==> config.mk <==
export PLATFORM = sky130hd
export DESIGN_NAME = tlim_mapper
export DESIGN_NICKNAME = d
export VERILOG_FILES = /design/src/include/tlim_pkg.sv /design/src/verilog/tlim_decode.sv /design/src/verilog/tlim_mapper.sv
export VERILOG_INCLUDE_DIRS = /design/src /design/src/include
export SDC_FILE = /design/constraint.sdc
export NUM_CORES = 1
export LEC_CHECK = 0
export BUFFER_PORTS_ARGS = -buffer_cell sky130_fd_sc_hd__buf_2
export CORE_ASPECT_RATIO = 0.8
export CORE_MARGIN = 2
export CORE_UTILIZATION = 30
export CTS_BUF_LIST = sky130_fd_sc_hd__clkbuf_4
export CTS_CLUSTER_SIZE = 25
export DETAILED_ROUTE_END_ITERATION = 8
export PLACE_DENSITY_LB_ADDON = 0.15
export SLEW_MARGIN = 20
export SYNTH_ARGS = -nofsm -noshare
export SYNTH_HDL_FRONTEND = slang
export SYNTH_SLANG_ARGS = --single-unit
==> constraint.sdc <==
create_clock -name mclk -period 1.91 [get_ports mclk]
set_input_delay 0.191 -clock mclk [delete_from_list [all_inputs] [get_ports mclk]]
set_output_delay 0.191 -clock mclk [all_outputs]
set_load 0.005 [all_outputs]
==> src/include/tlim_defines.svh <==
/*
 * Constants of the torque-limit input mapper: bus offsets, field
 * positions, reset values and selector code points.
 * Assumes it is included by bare name from include/.
 */
`ifndef TLIM_DEFINES_SVH
`define TLIM_DEFINES_SVH

// ****************************************************************
// register byte offsets
// ****************************************************************
`define TLIM_ADR_SELECT     8'h00
`define TLIM_ADR_OUTSEL     8'h04
`define TLIM_ADR_CONTROL    8'h08
`define TLIM_ADR_STATUS     8'h0c
`define TLIM_ADR_ACTIVE     8'h10

// ****************************************************************
// field positions
// ****************************************************************
`define TLIM_SEL_FWD_LSB    0
`define TLIM_SEL_REV_LSB    4
`define TLIM_CTRL_RESTART   0
`define TLIM_STAT_FWD       0
`define TLIM_STAT_REV       1
`define TLIM_STAT_PEND      2
`define TLIM_STAT_ERR       3
`define TLIM_STAT_TERM_LSB  4
`define TLIM_ACT_FWD_LSB    0
`define TLIM_ACT_REV_LSB    4
`define TLIM_ACT_OUT_LSB    16

// ****************************************************************
// reset values and the output-select digit limit
// ****************************************************************
`define TLIM_RST_CODE       4'h8
`define TLIM_RST_OUTSEL     16'h0000
`define TLIM_PIN_IDLE       1'b1
`define TLIM_DIGIT_MAX      4'h3

// ****************************************************************
// selector code points
// ****************************************************************
`define TLIM_CODE_A_ON      4'h0
`define TLIM_CODE_B_ON      4'h1
`define TLIM_CODE_C_ON_LO   4'h2
`define TLIM_CODE_C_ON_HI   4'h6
`define TLIM_CODE_FORCE_ON  4'h7
`define TLIM_CODE_FORCE_OFF 4'h8
`define TLIM_CODE_A_OFF     4'h9
`define TLIM_CODE_B_OFF     4'ha

`endif

==> src/include/tlim_pkg.sv <==
/*
 * Types of the torque-limit input mapper.
 * Assumes nothing beyond a SystemVerilog compiler.
 */
`default_nettype none

package tlim_pkg;

    typedef logic [3:0]  tlim_code_t;
    typedef logic [15:0] tlim_outsel_t;
    typedef logic [31:0] tlim_word_t;
    typedef logic [7:0]  tlim_adr_t;
    typedef logic [3:0]  tlim_sel_t;
    typedef logic [2:0]  tlim_term_t;

    typedef enum logic [2:0]
    {
        TLIM_SRC_A   = 3'h0,
        TLIM_SRC_B   = 3'h1,
        TLIM_SRC_C   = 3'h3,
        TLIM_SRC_ON  = 3'h2,
        TLIM_SRC_OFF = 3'h6
    } tlim_src_t;

endpackage : tlim_pkg

`default_nettype wire

==> src/verilog/tlim_decode.sv <==
/*
 * One selector decoder: turns a four-bit code and the filtered
 * terminal levels into one request.
 * Assumes levels are already synchronised; purely combinational.
 */
`default_nettype none
`include "tlim_defines.svh"

module tlim_decode
(
    // selector and terminals
    input  wire tlim_pkg::tlim_code_t code,
    input  wire tlim_pkg::tlim_term_t term_level,
    // result
    output tlim_pkg::tlim_src_t       src,
    output logic                      req
);
    import tlim_pkg::*;

    logic active_level;

    always_comb
    begin
        src          = TLIM_SRC_C;
        active_level = 1'b1;
        if (code == `TLIM_CODE_A_ON)
        begin
            src          = TLIM_SRC_A;
            active_level = 1'b0;
        end
        else if (code == `TLIM_CODE_B_ON)
        begin
            src          = TLIM_SRC_B;
            active_level = 1'b0;
        end
        else if (code <= `TLIM_CODE_C_ON_HI)
        begin
            src          = TLIM_SRC_C;
            active_level = 1'b0;
        end
        else if (code == `TLIM_CODE_FORCE_ON)
            src = TLIM_SRC_ON;
        else if (code == `TLIM_CODE_FORCE_OFF)
            src = TLIM_SRC_OFF;
        else if (code == `TLIM_CODE_A_OFF)
            src = TLIM_SRC_A;
        else if (code == `TLIM_CODE_B_OFF)
            src = TLIM_SRC_B;
        else
            src = TLIM_SRC_C;
    end

    always_comb
    begin
        case (src)
            TLIM_SRC_A:   req = (term_level[0] == active_level);
            TLIM_SRC_B:   req = (term_level[1] == active_level);
            TLIM_SRC_C:   req = (term_level[2] == active_level);
            TLIM_SRC_ON:  req = 1'b1;
            TLIM_SRC_OFF: req = 1'b0;
            default:      req = 1'b0;
        endcase
    end

endmodule : tlim_decode

`default_nettype wire

==> src/verilog/tlim_mapper.sv <==
/*
 * Torque-limit input mapper: Wishbone register file, terminal
 * synchronisers, and forward/reverse request selection.
 * Assumes a classic Wishbone master on mclk, a synchronous
 * active-high reset, and terminals that are asynchronous pins.
 */
`default_nettype none
`include "tlim_defines.svh"

module tlim_mapper
(
    // clock and reset
    input  wire logic                   mclk,
    input  wire logic                   reset,
    // wishbone slave
    input  wire logic                   wb_cyc_i,
    input  wire logic                   wb_stb_i,
    input  wire logic                   wb_we_i,
    input  wire tlim_pkg::tlim_adr_t    wb_adr_i,
    input  wire tlim_pkg::tlim_sel_t    wb_sel_i,
    input  wire tlim_pkg::tlim_word_t   wb_dat_i,
    output tlim_pkg::tlim_word_t        wb_dat_o,
    output logic                        wb_ack_o,
    // input terminals
    input  wire logic                   input_terminal_a,
    input  wire logic                   input_terminal_b,
    input  wire logic                   input_terminal_c,
    // requests and settings
    output logic                        fwd_torque_limit_req,
    output logic                        rev_torque_limit_req,
    output tlim_pkg::tlim_outsel_t      output_signal_sel,
    output logic                        restart_pending
);
    import tlim_pkg::*;

    // ************************************************************
    // declarations
    // ************************************************************
    localparam int CHANNELS = 2;
    localparam int TERMS    = 3;

    tlim_term_t   term_raw;
    tlim_term_t   sync_1;
    tlim_term_t   sync_2;
    tlim_term_t   sync_3;
    tlim_term_t   term_level;

    tlim_code_t   pend_code [CHANNELS];
    tlim_code_t   act_code  [CHANNELS];
    logic [1:0]   dec_req;
    logic [1:0]   req;

    tlim_outsel_t pend_outsel;
    tlim_outsel_t act_outsel;
    tlim_outsel_t next_outsel;
    logic         outsel_ok;
    logic         range_err;
    logic         restart;

    logic         bus_req;
    logic         wr_fire;
    logic         rd_fire;
    tlim_adr_t    word_adr;
    tlim_word_t   rdata;
    logic         hit_select;
    logic         hit_outsel;
    logic         hit_control;
    logic         hit_status;
    logic         hit_active;

    // ************************************************************
    // terminal synchronisers
    // ************************************************************
    // three stages; a level counts only once stages two and three
    // agree, which also rejects a single-cycle glitch
    assign term_raw = {input_terminal_c, input_terminal_b,
                       input_terminal_a};

    genvar t;
    generate
        for (t = 0; t < TERMS; t = t + 1)
        begin : g_sync
            always_ff @(posedge mclk)
            begin
                if (reset)
                begin
                    sync_1[t]     <= `TLIM_PIN_IDLE;
                    sync_2[t]     <= `TLIM_PIN_IDLE;
                    sync_3[t]     <= `TLIM_PIN_IDLE;
                    term_level[t] <= `TLIM_PIN_IDLE;
                end
                else
                begin
                    sync_1[t] <= term_raw[t];
                    sync_2[t] <= sync_1[t];
                    sync_3[t] <= sync_2[t];
                    if (sync_2[t] == sync_3[t])
                        term_level[t] <= sync_3[t];
                end
            end
        end
    endgenerate

    // ************************************************************
    // bus decode
    // ************************************************************
    assign bus_req  = wb_cyc_i & wb_stb_i;
    assign wr_fire  = bus_req & wb_we_i & ~wb_ack_o;
    assign rd_fire  = bus_req & ~wb_we_i & ~wb_ack_o;
    assign word_adr = {wb_adr_i[7:2], 2'b00};

    assign hit_select  = (word_adr == `TLIM_ADR_SELECT);
    assign hit_outsel  = (word_adr == `TLIM_ADR_OUTSEL);
    assign hit_control = (word_adr == `TLIM_ADR_CONTROL);
    assign hit_status  = (word_adr == `TLIM_ADR_STATUS);
    assign hit_active  = (word_adr == `TLIM_ADR_ACTIVE);

    // one wait-free cycle: ack follows the request edge and drops
    // the cycle after, so a held strobe is acked every other cycle, never twice in a row
    always_ff @(posedge mclk)
    begin
        if (reset)
            wb_ack_o <= 1'b0;
        else
            wb_ack_o <= bus_req & ~wb_ack_o;
    end

    // ************************************************************
    // pending selector codes
    // ************************************************************
    // software writes only the pending copy; the decoder never
    // sees a half-written code
    always_ff @(posedge mclk)
    begin
        if (reset)
        begin
            pend_code[0] <= `TLIM_RST_CODE;
            pend_code[1] <= `TLIM_RST_CODE;
        end
        else if (wr_fire && hit_select && wb_sel_i[0])
        begin
            pend_code[0] <= wb_dat_i[`TLIM_SEL_FWD_LSB +: 4];
            pend_code[1] <= wb_dat_i[`TLIM_SEL_REV_LSB +: 4];
        end
    end

    // ************************************************************
    // output signal selection
    // ************************************************************
    always_comb
    begin
        next_outsel = pend_outsel;
        if (wb_sel_i[0])
            next_outsel[7:0] = wb_dat_i[7:0];
        if (wb_sel_i[1])
            next_outsel[15:8] = wb_dat_i[15:8];
        outsel_ok = 1'b1;
        for (int d = 0; d < 4; d = d + 1)
        begin
            if (next_outsel[d*4 +: 4] > `TLIM_DIGIT_MAX)
                outsel_ok = 1'b0;
        end
    end

    // a value with any digit above three is dropped whole
    always_ff @(posedge mclk)
    begin
        if (reset)
            pend_outsel <= `TLIM_RST_OUTSEL;
        else if (wr_fire && hit_outsel && outsel_ok)
            pend_outsel <= next_outsel;
    end

    // sticky error; a new fault beats a clear in the same cycle
    always_ff @(posedge mclk)
    begin
        if (reset)
            range_err <= 1'b0;
        else if (wr_fire && hit_outsel && !outsel_ok)
            range_err <= 1'b1;
        else if (wr_fire && hit_status && wb_sel_i[0]
                 && wb_dat_i[`TLIM_STAT_ERR])
            range_err <= 1'b0;
    end

    // ************************************************************
    // restart
    // ************************************************************
    always_ff @(posedge mclk)
    begin
        if (reset)
            restart <= 1'b0;
        else
            restart <= wr_fire & hit_control & wb_sel_i[0]
                       & wb_dat_i[`TLIM_CTRL_RESTART];
    end

    // settings change only at reset or restart, never mid-run
    always_ff @(posedge mclk)
    begin
        if (reset)
        begin
            act_code[0] <= `TLIM_RST_CODE;
            act_code[1] <= `TLIM_RST_CODE;
            act_outsel  <= `TLIM_RST_OUTSEL;
        end
        else if (restart)
        begin
            act_code[0] <= pend_code[0];
            act_code[1] <= pend_code[1];
            act_outsel  <= pend_outsel;
        end
    end

    assign output_signal_sel = act_outsel;
    assign restart_pending   = (pend_code[0] != act_code[0])
                             | (pend_code[1] != act_code[1])
                             | (pend_outsel  != act_outsel);

    // ************************************************************
    // request selection
    // ************************************************************
    genvar c;
    generate
        for (c = 0; c < CHANNELS; c = c + 1)
        begin : g_chan
            tlim_decode u_decode
            (
                .code       (act_code[c]),
                .term_level (term_level),
                .src        (),
                .req        (dec_req[c])
            );

            // one register between the decoder and the pin; five from the terminal
            always_ff @(posedge mclk)
            begin
                if (reset)
                    req[c] <= 1'b0;
                else
                    req[c] <= dec_req[c];
            end
        end
    endgenerate

    assign fwd_torque_limit_req = req[0];
    assign rev_torque_limit_req = req[1];

    // ************************************************************
    // read back
    // ************************************************************
    always_comb
    begin
        rdata = 32'h0000_0000;
        if (hit_select)
        begin
            rdata[`TLIM_SEL_FWD_LSB +: 4] = pend_code[0];
            rdata[`TLIM_SEL_REV_LSB +: 4] = pend_code[1];
        end
        else if (hit_outsel)
            rdata[15:0] = pend_outsel;
        else if (hit_status)
        begin
            rdata[`TLIM_STAT_FWD]          = req[0];
            rdata[`TLIM_STAT_REV]          = req[1];
            rdata[`TLIM_STAT_PEND]         = restart_pending;
            rdata[`TLIM_STAT_ERR]          = range_err;
            rdata[`TLIM_STAT_TERM_LSB +: 3] = term_level;
        end
        else if (hit_active)
        begin
            rdata[`TLIM_ACT_FWD_LSB +: 4]  = act_code[0];
            rdata[`TLIM_ACT_REV_LSB +: 4]  = act_code[1];
            rdata[`TLIM_ACT_OUT_LSB +: 16] = act_outsel;
        end
    end

    // control and unmapped words read zero
    always_ff @(posedge mclk)
    begin
        if (reset)
            wb_dat_o <= 32'h0000_0000;
        else if (rd_fire)
            wb_dat_o <= rdata;
    end

endmodule : tlim_mapper

`default_nettype wire
* After elaboration in Yosys (flattened, before gate mapping)
Memories as Yosys holds them, arrays and structs flattened. Cells that the tools add are included. W data, S select, Z words.
Storage, ports and cells: bits in registers 81, RAM bits 16, input bits 52, memories kept 2
Memories:
- act_code | depth 2, width 4, read ports 2, clocked after memory_dff 0, write ports 2, line tlim_mapper.sv:49 | tlim_code_t act_code [CHANNELS];
- pend_code | depth 2, width 4, read ports 2, clocked after memory_dff 0, write ports 2, line tlim_mapper.sv:48 | tlim_code_t pend_code [CHANNELS];
Cells by class: $lt $le $gt $ge 6, bitwise operators 17, multiplexer cells 52, reduce and logical (&&, ||, !) cells 15, equality and inequality tests 32
Operators with widths (number):
- $mux W16 | 3
- $mux W8 | 6
- $mux W3 | 12
- $eq A4 B4 Y1 const B | 6
- $mux W24 | 1
- $mux W1 | 21
- $gt A4 B2 Y1 const B | 4
- $mux W4 | 4
- $ne A16 B16 Y1 | 1
- $eq A3 B2 Y1 const B | 4
- $eq A6 B2 Y1 const B | 2
- $and A1 B1 Y1 | 9
- $eq A1 B1 Y1 | 9
- $eq A4 B1 Y1 const B | 2
- $eq A4 B3 Y1 const B | 2
- $le A4 B3 Y1 const B | 2
- $logic_and A1 B1 Y1 | 8
- $logic_not A4 Y1 | 2
- $logic_not A8 Y1 | 1
- $ne A4 B4 Y1 | 2
- $pmux W1 S4 | 2
- $mux W7 | 1
- $eq A3 B1 Y1 const B | 2
- $eq A6 B1 Y1 const B | 1
- 7 further kinds | 15

* Depth between registers and ports, before layout
Gate-level depths: netlist of run 1. An unclocked memory read counts as a cell.
depth after elaboration 11, depth in mapped cells 9

* Modules after synthesis
From an unflattened synthesis of run 1, not the netlist that was laid out.
Second synthesis, totals: cells, all modules 412, area total of the unflattened synthesis 4221.5 um^2
Modules (own cells, without submodules):
- tlim_mapper | times used 1, sequential area each 2102.0 um^2, cells each 368, area an instance 3941.3 um^2
- tlim_decode | times used 2, sequential area each 0.0 um^2, cells each 22, area an instance 140.1 um^2

* Worst setup path after synthesis of run 1
No wires, ideal clock.
path kind in2reg, start in wb_adr_i[7], end mem pend_code[0][0] in the netlist's numbering (enable), arrival 1651 ps, setup slack -125 ps, path buffers 0, cell stages on the path 4, library setup time 384 ps, cells stage by stage nor4_2 > nor3b_4 > nand3_2 > o21ai_0
RTL lines:
- start, declared | line tlim_mapper.sv:19 | input wire tlim_pkg::tlim_adr_t wb_adr_i,
- end, declared | line tlim_mapper.sv:48

==> metrics.csv, run 1 <==
stage,metric,value,unit
run_status,run status,"complete, but fails checks",
run_status,failing checks,setup timing,
global_routing,vias in the first global route,3169,
critical_path,worst r2r path cells,6,
power_and_ir_drop,Pwr Total,0.00363,W
cts,htree depth,3,
floorplanning,Top Ports,104,
yosys,syn_nets,448,
layout,Ant. Diodes,0,
floorplanning,Core Footprint,0.0135,sq mm
worst_hold_path,worst hold-check path type,in2reg,
detailed_routing,via density per instance,4.84,
cts,Worst-path clk slew,0.16,ns
layout,final instance area,0.00519,sq mm
yosys,most numerous cell in the Yosys netlist,dfxtp_1,
layout,area delta synth->final,26.6,%
power_and_ir_drop,register share of total power,58.4,%
floorplanning,Die Y,109,microns
sta,unrepaired setup endpoints after global routing,yes,
sta,Final Hold Vio Count,0,
cts,worst skew pair latency,0.45,ns
floorplanning,Die Wd,135,microns
yosys,Post-Syn Area per Cell,10.4,sq um
cts,CTS Sinks,97,
yosys,"top cells by area, synth","dfxtp_1, edfxtp_1, mux2i_1, nor2_1, a22oi_1",
power_and_ir_drop,P_int,0.00277,W
worst_hold_path,Worst Hold Depth,3,
layout,nets,559,
power_and_ir_drop,Switching Share,23.7,%
sta,final worst path period share,109,%
power_and_ir_drop,Net Sw Power,0.000860,W
cts,clk buf depth,2,
yosys,"Top FF cell, synth",dfxtp_1,
yosys,sequential cell area fraction in the yosys report,51.3,%
power_and_ir_drop,Power per Cell Area,699,mW/mm^2
floorplanning,Rows,38,
placement,placed standard-cell area,0.00486,sq mm
yosys,count of different cell masters after synthesis,49,
layout,final core occ,38.6,%
detailed_routing,drc violations,0,
power_and_ir_drop,worst vdd ir,0.000310,V
detailed_routing,first drt pass iteration count,5,
power_and_ir_drop,clock power share,34.6,%
sta,max-slew violations,0,
sta,final setup skew,0.0175,ns
placement,dpl hpwl,8290,microns
yosys,Ys Warns,0,
sta,Final Worst Setup Slack,-0.167,ns
detailed_routing,Via Count,3346,
power_and_ir_drop,P_leak,2.11,nW
critical_path,CP Max Fanout,2,
global_routing,GRT Residual Overflow,0,
yosys,Post-synth EDFFs,16,
detailed_routing,antenna-violating nets left,0,
yosys,largest area contributor in the netlist,dfxtp_1,
yosys,Yosys top cell area share,39.5,%
cts,TritonCTS Buffers,9,
cts,Root Driver,clkbuf_4,
sta,max frequency,481,MHz
yosys,fraction of registers with async set/reset,0,%
global_routing,first-pass GRT wire length,17400,microns
critical_path,critical path launch point type,flip-flop,
critical_path,WS Path Type,reg2out,
placement,GPL Wtd Cong,0.812,
global_routing,largest net degree at the start of global routing,62,
global_routing,total track usage,15.7,%
sta,Max-slew headroom,65.3,%
critical_path,RR Startpoint,pend_outsel[2],
power_and_ir_drop,combinational share of power,7.0,%
sta,Tmin final,2.08,ns
cts,CTS tree,built,
floorplanning,die area,0.0146,sq mm
detailed_routing,DRC marker count from the first detailed-route iteration,191,
sta,worst slew pin tran,0.518,ns
floorplanning,Initial Util,30.5,%
detailed_routing,routed wire length,11200,microns
yosys,Mapped Cells,396,
yosys,"Cell Area, Synth",0.00410,sq mm
critical_path,Critical Path AT,1.89,ns
detailed_routing,DR WL/cell,16.2,microns
critical_path,CP required,1.72,ns
yosys,top post-synthesis cells by count,"dfxtp_1, nor2_1, a22oi_1",
yosys,"flops & latches, synth",97,
flow_run,Max-Cap Viols,0,
layout,layout cells sized above 1,32.4,%
worst_hold_path,hold_sp,wb_dat_i[1],
critical_path,R2R setup slack,0.14,ns
sta,setup violators final,1,
placement,Port-buffer cells,83,
global_routing,initial antenna violation count,0,
critical_path,crit path capture type,output port,
[metrics by stage]
step | cells | hold slack [ns] | setup TNS (ns) | setup slack, ns
after CTS | 691 | 0.00681 | -0.208 | -0.208
after global routing | 692 | 0.0234 | -0.344 | -0.344
after floorplan | 396 | 0.295 | 0 | 0.0926
final | 692 | 0.0316 | -0.167 | -0.167
after detailed placement | 661 | 0.384 | 0 | 0.0947
after global placement | 661 | 0.379 | 0 | 0.122
[cells in the final DEF (no fill, tap or decap), types with 3 or more instances in the layout]
cell,instances
or2_2,10
dlygate4sd3_1,9
edfxtp_1,16
nand4_1,4
a21oi_1,17
buf_2,83
buf_4,32
nor2b_1,4
nor3_1,3
a22oi_1,28
mux2_2,6
mux2i_1,25
dfxtp_1,81
nor2_1,63
xor2_1,8
clkbuf_4,10
nor4_1,4
xnor2_1,15
o21ai_0,12
nor4_2,3
and2_1,21
nand2b_1,5
a31oi_1,3
[flip-flops by register name (all words and copies together), names as in the netlist, named ones only]
signal,cells
pend_outsel,8
sync_2,3
term_level,3
fwd_torque_limit_req,1
sync_1,3
rev_torque_limit_req,1
range_err,1
wb_ack_o,1
pend_code,8
restart,1
output_signal_sel,16
act_code,8
wb_dat_o,32
sync_3,3
[power by group through the flow]
stage               logic (W)  clock network, W  registers [W]
finish               0.000254           0.00125        0.00212
detailed placement   0.000231                 0        0.00217
global placement     0.000229                 0        0.00217
global route         0.000279           0.00138        0.00213
CTS                  0.000253           0.00130        0.00212
floorplan            0.000123                 0        0.00216
[worst max-delay path: stages (launching register included)]
cell	delay [ns]
edfxtp_1	0.47
xnor2_2	0.18
nand4_1	0.12
nor4_2	0.28
buf_4	0.16
nand3_2	0.07
buf_2	0.16
[per-layer routing]
layer	GRT usage, %	part of all wire, %
met5	0	0
met4	3.76	1.0
met3	3.61	5.4
met2	23.0	44
met1	23.2	50
[area by class of cell]
class | count | area, sq um
Fill cell | 1366 | 8270
Sequential cell | 97 | 2100
Multi-Input combinational cell | 272 | 1910
Timing Repair Buffer | 126 | 786
Tap cell | 180 | 225
Clock inverter | 6 | 88.8
Clock buffer | 10 | 75.1
Inverter | 1 | 3.75
[repair_timing]
item                                   CTS  global route
hold buffers                             9             0
setup endpoints to repair                1             2
pin swaps                                3             0
resized for setup                        2             3
buffers inserted                         5             1
endpoints found under the hold margin    9             0
[cells by family after synthesis]
kind of cell / after synthesis / synth area share, %
AND/OR/NAND/NOR: 141 / 20.5
flip-flops: 97 / 51.3
AO/OA/AOI/OAI: 75 / 12.3
multiplexers: 32 / 8.00
buffers and inverters: 27 / 2.87
XOR/XNOR: 24 / 5.13
[worst max path at each step]
stage / start / endpoint / slack, ns / depth (start not counted)
CTS: pend_code[0][5] / restart_pending / -0.21 / 6
global route: pend_code[0][5] / restart_pending / -0.34 / 6
global placement: wb_adr_i[7] / pend_code[0][1] / 0.12 / 6
detailed placement: wb_dat_i[11] / flip-flop / 0.09 / 7
finish: pend_code[0][5] / restart_pending / -0.17 / 6
floorplan: wb_adr_i[7] / pend_code[0][0] / 0.09 / 4
No activity file was read; power rests on OpenSTA's default activity.
==> run 2: changes to the inputs <==
--- a/config.mk
+++ b/config.mk
@@ -10,7 +10,6 @@
 export CORE_ASPECT_RATIO = 0.8
 export CORE_MARGIN = 2
 export CORE_UTILIZATION = 30
-export CTS_BUF_LIST = sky130_fd_sc_hd__clkbuf_4
 export CTS_CLUSTER_SIZE = 25
 export DETAILED_ROUTE_END_ITERATION = 8
 export PLACE_DENSITY_LB_ADDON = 0.15
==> run 2 against run 1 <==
  * The flow still finishes with violations (setup timing)
  * Routed wire length decreased by 0.58%
  * Highest routed layer unchanged
  * First-iteration DRC count increased by 6.3%
  * Clock skew decreased by 0.010 ns
  * Setup slack improved by 0.14 ns
  * Clock power increased by 51%
  * Fmax increased by 7.0%
  * Via count decreased by 1.3%
  * Critical endpoint unchanged
  * Sequential share of layout area decreased by 0.38 points
  * Non-clock buffer count decreased by 9
  * Core utilization increased by 0.36 points
  * Die area unchanged
==> metrics.csv, run 2 (synthesis results as in run 1) <==
stage,metric,value,unit,change
layout,area delta synth->final,27.8,%,
sta,final worst path period share,102,%,-7.1 points
critical_path,critical path launch point type,flip-flop,,
critical_path,CP Max Fanout,2,,unchanged
floorplanning,Rows,38,,unchanged
detailed_routing,via density per instance,4.83,,about the same
floorplanning,Top Ports,104,,unchanged
placement,dpl hpwl,8290,microns,unchanged
floorplanning,Initial Util,30.5,%,unchanged
global_routing,initial antenna violation count,0,,unchanged
worst_hold_path,Worst Hold Depth,2,,-1
cts,htree depth,3,,unchanged
layout,nets,550,,-1.6%
power_and_ir_drop,P_leak,2.13,nW,+1.2%
sta,worst slew pin tran,0.578,ns,+0.0599 ns
critical_path,Stages on worst setup path,6,,unchanged
sta,Tmin final,1.94,ns,-0.137 ns
detailed_routing,highest metal used,met4,,
cts,worst skew pair latency,0.34,ns,-0.11 ns
placement,placed standard-cell area,0.00486,sq mm,unchanged
floorplanning,die area,0.0146,sq mm,unchanged
global_routing,largest net degree at the start of global routing,62,,unchanged
detailed_routing,WL met1,5560,microns,-0.79%
sta,WHS,0.0327,ns,+0.00108 ns
cts,CTS tree,built,,
detailed_routing,DRC marker count from the first detailed-route iteration,203,,+6.3%
critical_path,worst r2r path cells,6,,unchanged
layout,Ant. Diodes,0,,unchanged
critical_path,"Largest stage delay, worst path",0.44,ns,-0.03 ns
critical_path,CP cell instances,"xnor2_2, nand4_1, nor4_2, buf_4, nand3_2, buf_2",,
global_routing,vias in the first global route,3151,,-0.57%
floorplanning,Core Footprint,0.0135,sq mm,unchanged
cts,clk buf depth,2,,unchanged
sta,Max-slew headroom,60.4,%,-4.9 points
detailed_routing,first drt pass iteration count,4,,-1
placement,Port-buffer cells,83,,unchanged
layout,highest-count cells in the layout ignoring fill and taps,"buf_2, dfxtp_1, nor2_1, buf_4, a22oi_1",,
detailed_routing,antenna-violating nets left,0,,unchanged
layout,largest register by flop count,wb_dat_o,,
layout,layout cells sized above 1,32.4,%,about the same
critical_path,Crit path buffers/inverters,2,,unchanged
layout,fill count,1355,,-0.81%
critical_path,WS Path Type,reg2out,,
power_and_ir_drop,worst vdd ir,0.000433,V,+40%
floorplanning,Die Y,109,microns,unchanged
global_routing,first-pass GRT wire length,17500,microns,about the same
critical_path,Critical Path AT,1.75,ns,-0.14 ns
placement,GPL Wtd Cong,0.812,,unchanged
layout,"most common cell after layout, fill and taps aside",buf_2,,
sta,final setup skew,0.00746,ns,-0.0101 ns
floorplanning,Die Wd,135,microns,unchanged
sta,Final Worst Setup Slack,-0.0305,ns,+0.137 ns
sta,Final Hold Vio Count,0,,unchanged
detailed_routing,drc violations,0,,unchanged
run_status,run status,"complete, but fails checks",,
flow_run,Max-Cap Viols,0,,unchanged
layout,final instance area,0.00524,sq mm,+0.94%
sta,max-slew violations,0,,unchanged
sta,setup violators final,1,,unchanged
critical_path,"Max stage delay cell, worst path",edfxtp_1,,
detailed_routing,Via Count,3302,,-1.3%
detailed_routing,met3 wire length,623,microns,+3.5%
worst_hold_path,worst hold-check path type,in2reg,,
cts,Root Driver,clkbuf_16,,
global_routing,total track usage,15.7,%,+0.030 points
layout,max reg flops,32,,unchanged
detailed_routing,routed wire length,11200,microns,-0.58%
critical_path,CP required,1.72,ns,about the same
detailed_routing,DR WL/cell,16.3,microns,+0.73%
power_and_ir_drop,Power per Cell Area,812,mW/mm^2,+16%
run_status,failing checks,setup timing,,
cts,Worst-path clk slew,0.07,ns,-0.09 ns
cts,CTS Sinks,97,,unchanged
sta,unrepaired setup endpoints after global routing,yes,,
critical_path,top cell family by delay on the critical path,simple AND/OR/NAND/NOR gates,,
cts,TritonCTS Buffers,9,,unchanged
detailed_routing,met2 routed WL,4860,microns,-0.76%
critical_path,crit path capture type,output port,,
global_routing,GRT Residual Overflow,0,,unchanged
sta,max frequency,515,MHz,+7.0%
-- run 2: changes by cell type in the layout (fill, tap and decap cells not counted), sizes merged --
cell	before	now
clkbuf	10	11
bufinv	2	1
dlygate4sd3	9	0
-- run 2: worst paths after layout --
path                    start               to  slack [ns]
min          input_terminal_b        sync_1[1]        0.03
max           pend_code[0][5]  restart_pending       -0.03
min reg2reg         sync_1[1]        sync_2[1]        0.41
max reg2reg    pend_outsel[2]        flip-flop        0.15
-- run 2: metal layers --
metal | global-route usage, % | vias up
met2 | 22.9 | 95
met5 | 0 | -
li1 | - | 1614
met1 | 23.3 | 1582
met4 | 4.36 | 0
met3 | 3.38 | 11
-- run 2: cell type report --
| class | instances | area [sq um] | share of cell area [%] |
|---|---|---|---|
| clock buffers | 11 | 254 | 4.85 |
| clock inverters | 5 | 58.8 | 1.12 |
| inverters | 1 | 3.75 | 0.0717 |
| multi-input cells | 272 | 1900 | 36.3 |
| flip-flops and latches | 97 | 2100 | 40.1 |
| well taps | 180 | 225 | 4.30 |
| repair buffers | 117 | 696 | 13.3 |
-- run 2: report_power, final --
group / internal (W) / switching (W)
Sequential: 0.00210 / 0.0000175
Clock: 0.00110 / 0.000793
Combinational: 0.000100 / 0.000138
Total: 0.00330 / 0.000949
-- run 2: timing repair --
item / in CTS / in global routing
hold buffers: 0 / 0
endpoints found under the hold margin: 0 / 0
setup buffers: 5 / 1
resized for setup: 2 / 1
pin swaps: 3 / 0
setup endpoints to repair: 1 / 1
-- run 2: stage by stage --
step / setup WS [ns] / util, % / TNS, ns / std cells / total power, W
floorplan: 0.0926 / - / 0 / 396 / 0.00228
global placement: 0.122 / 36.1 / 0 / 661 / 0.00240
detailed placement: 0.0947 / 36.1 / 0 / 661 / 0.00240
CTS: -0.0558 / 38.8 / -0.0558 / 682 / 0.00430
global route: -0.181 / 38.9 / -0.181 / 683 / 0.00440
finish: -0.0305 / 38.9 / -0.0305 / 683 / 0.00425
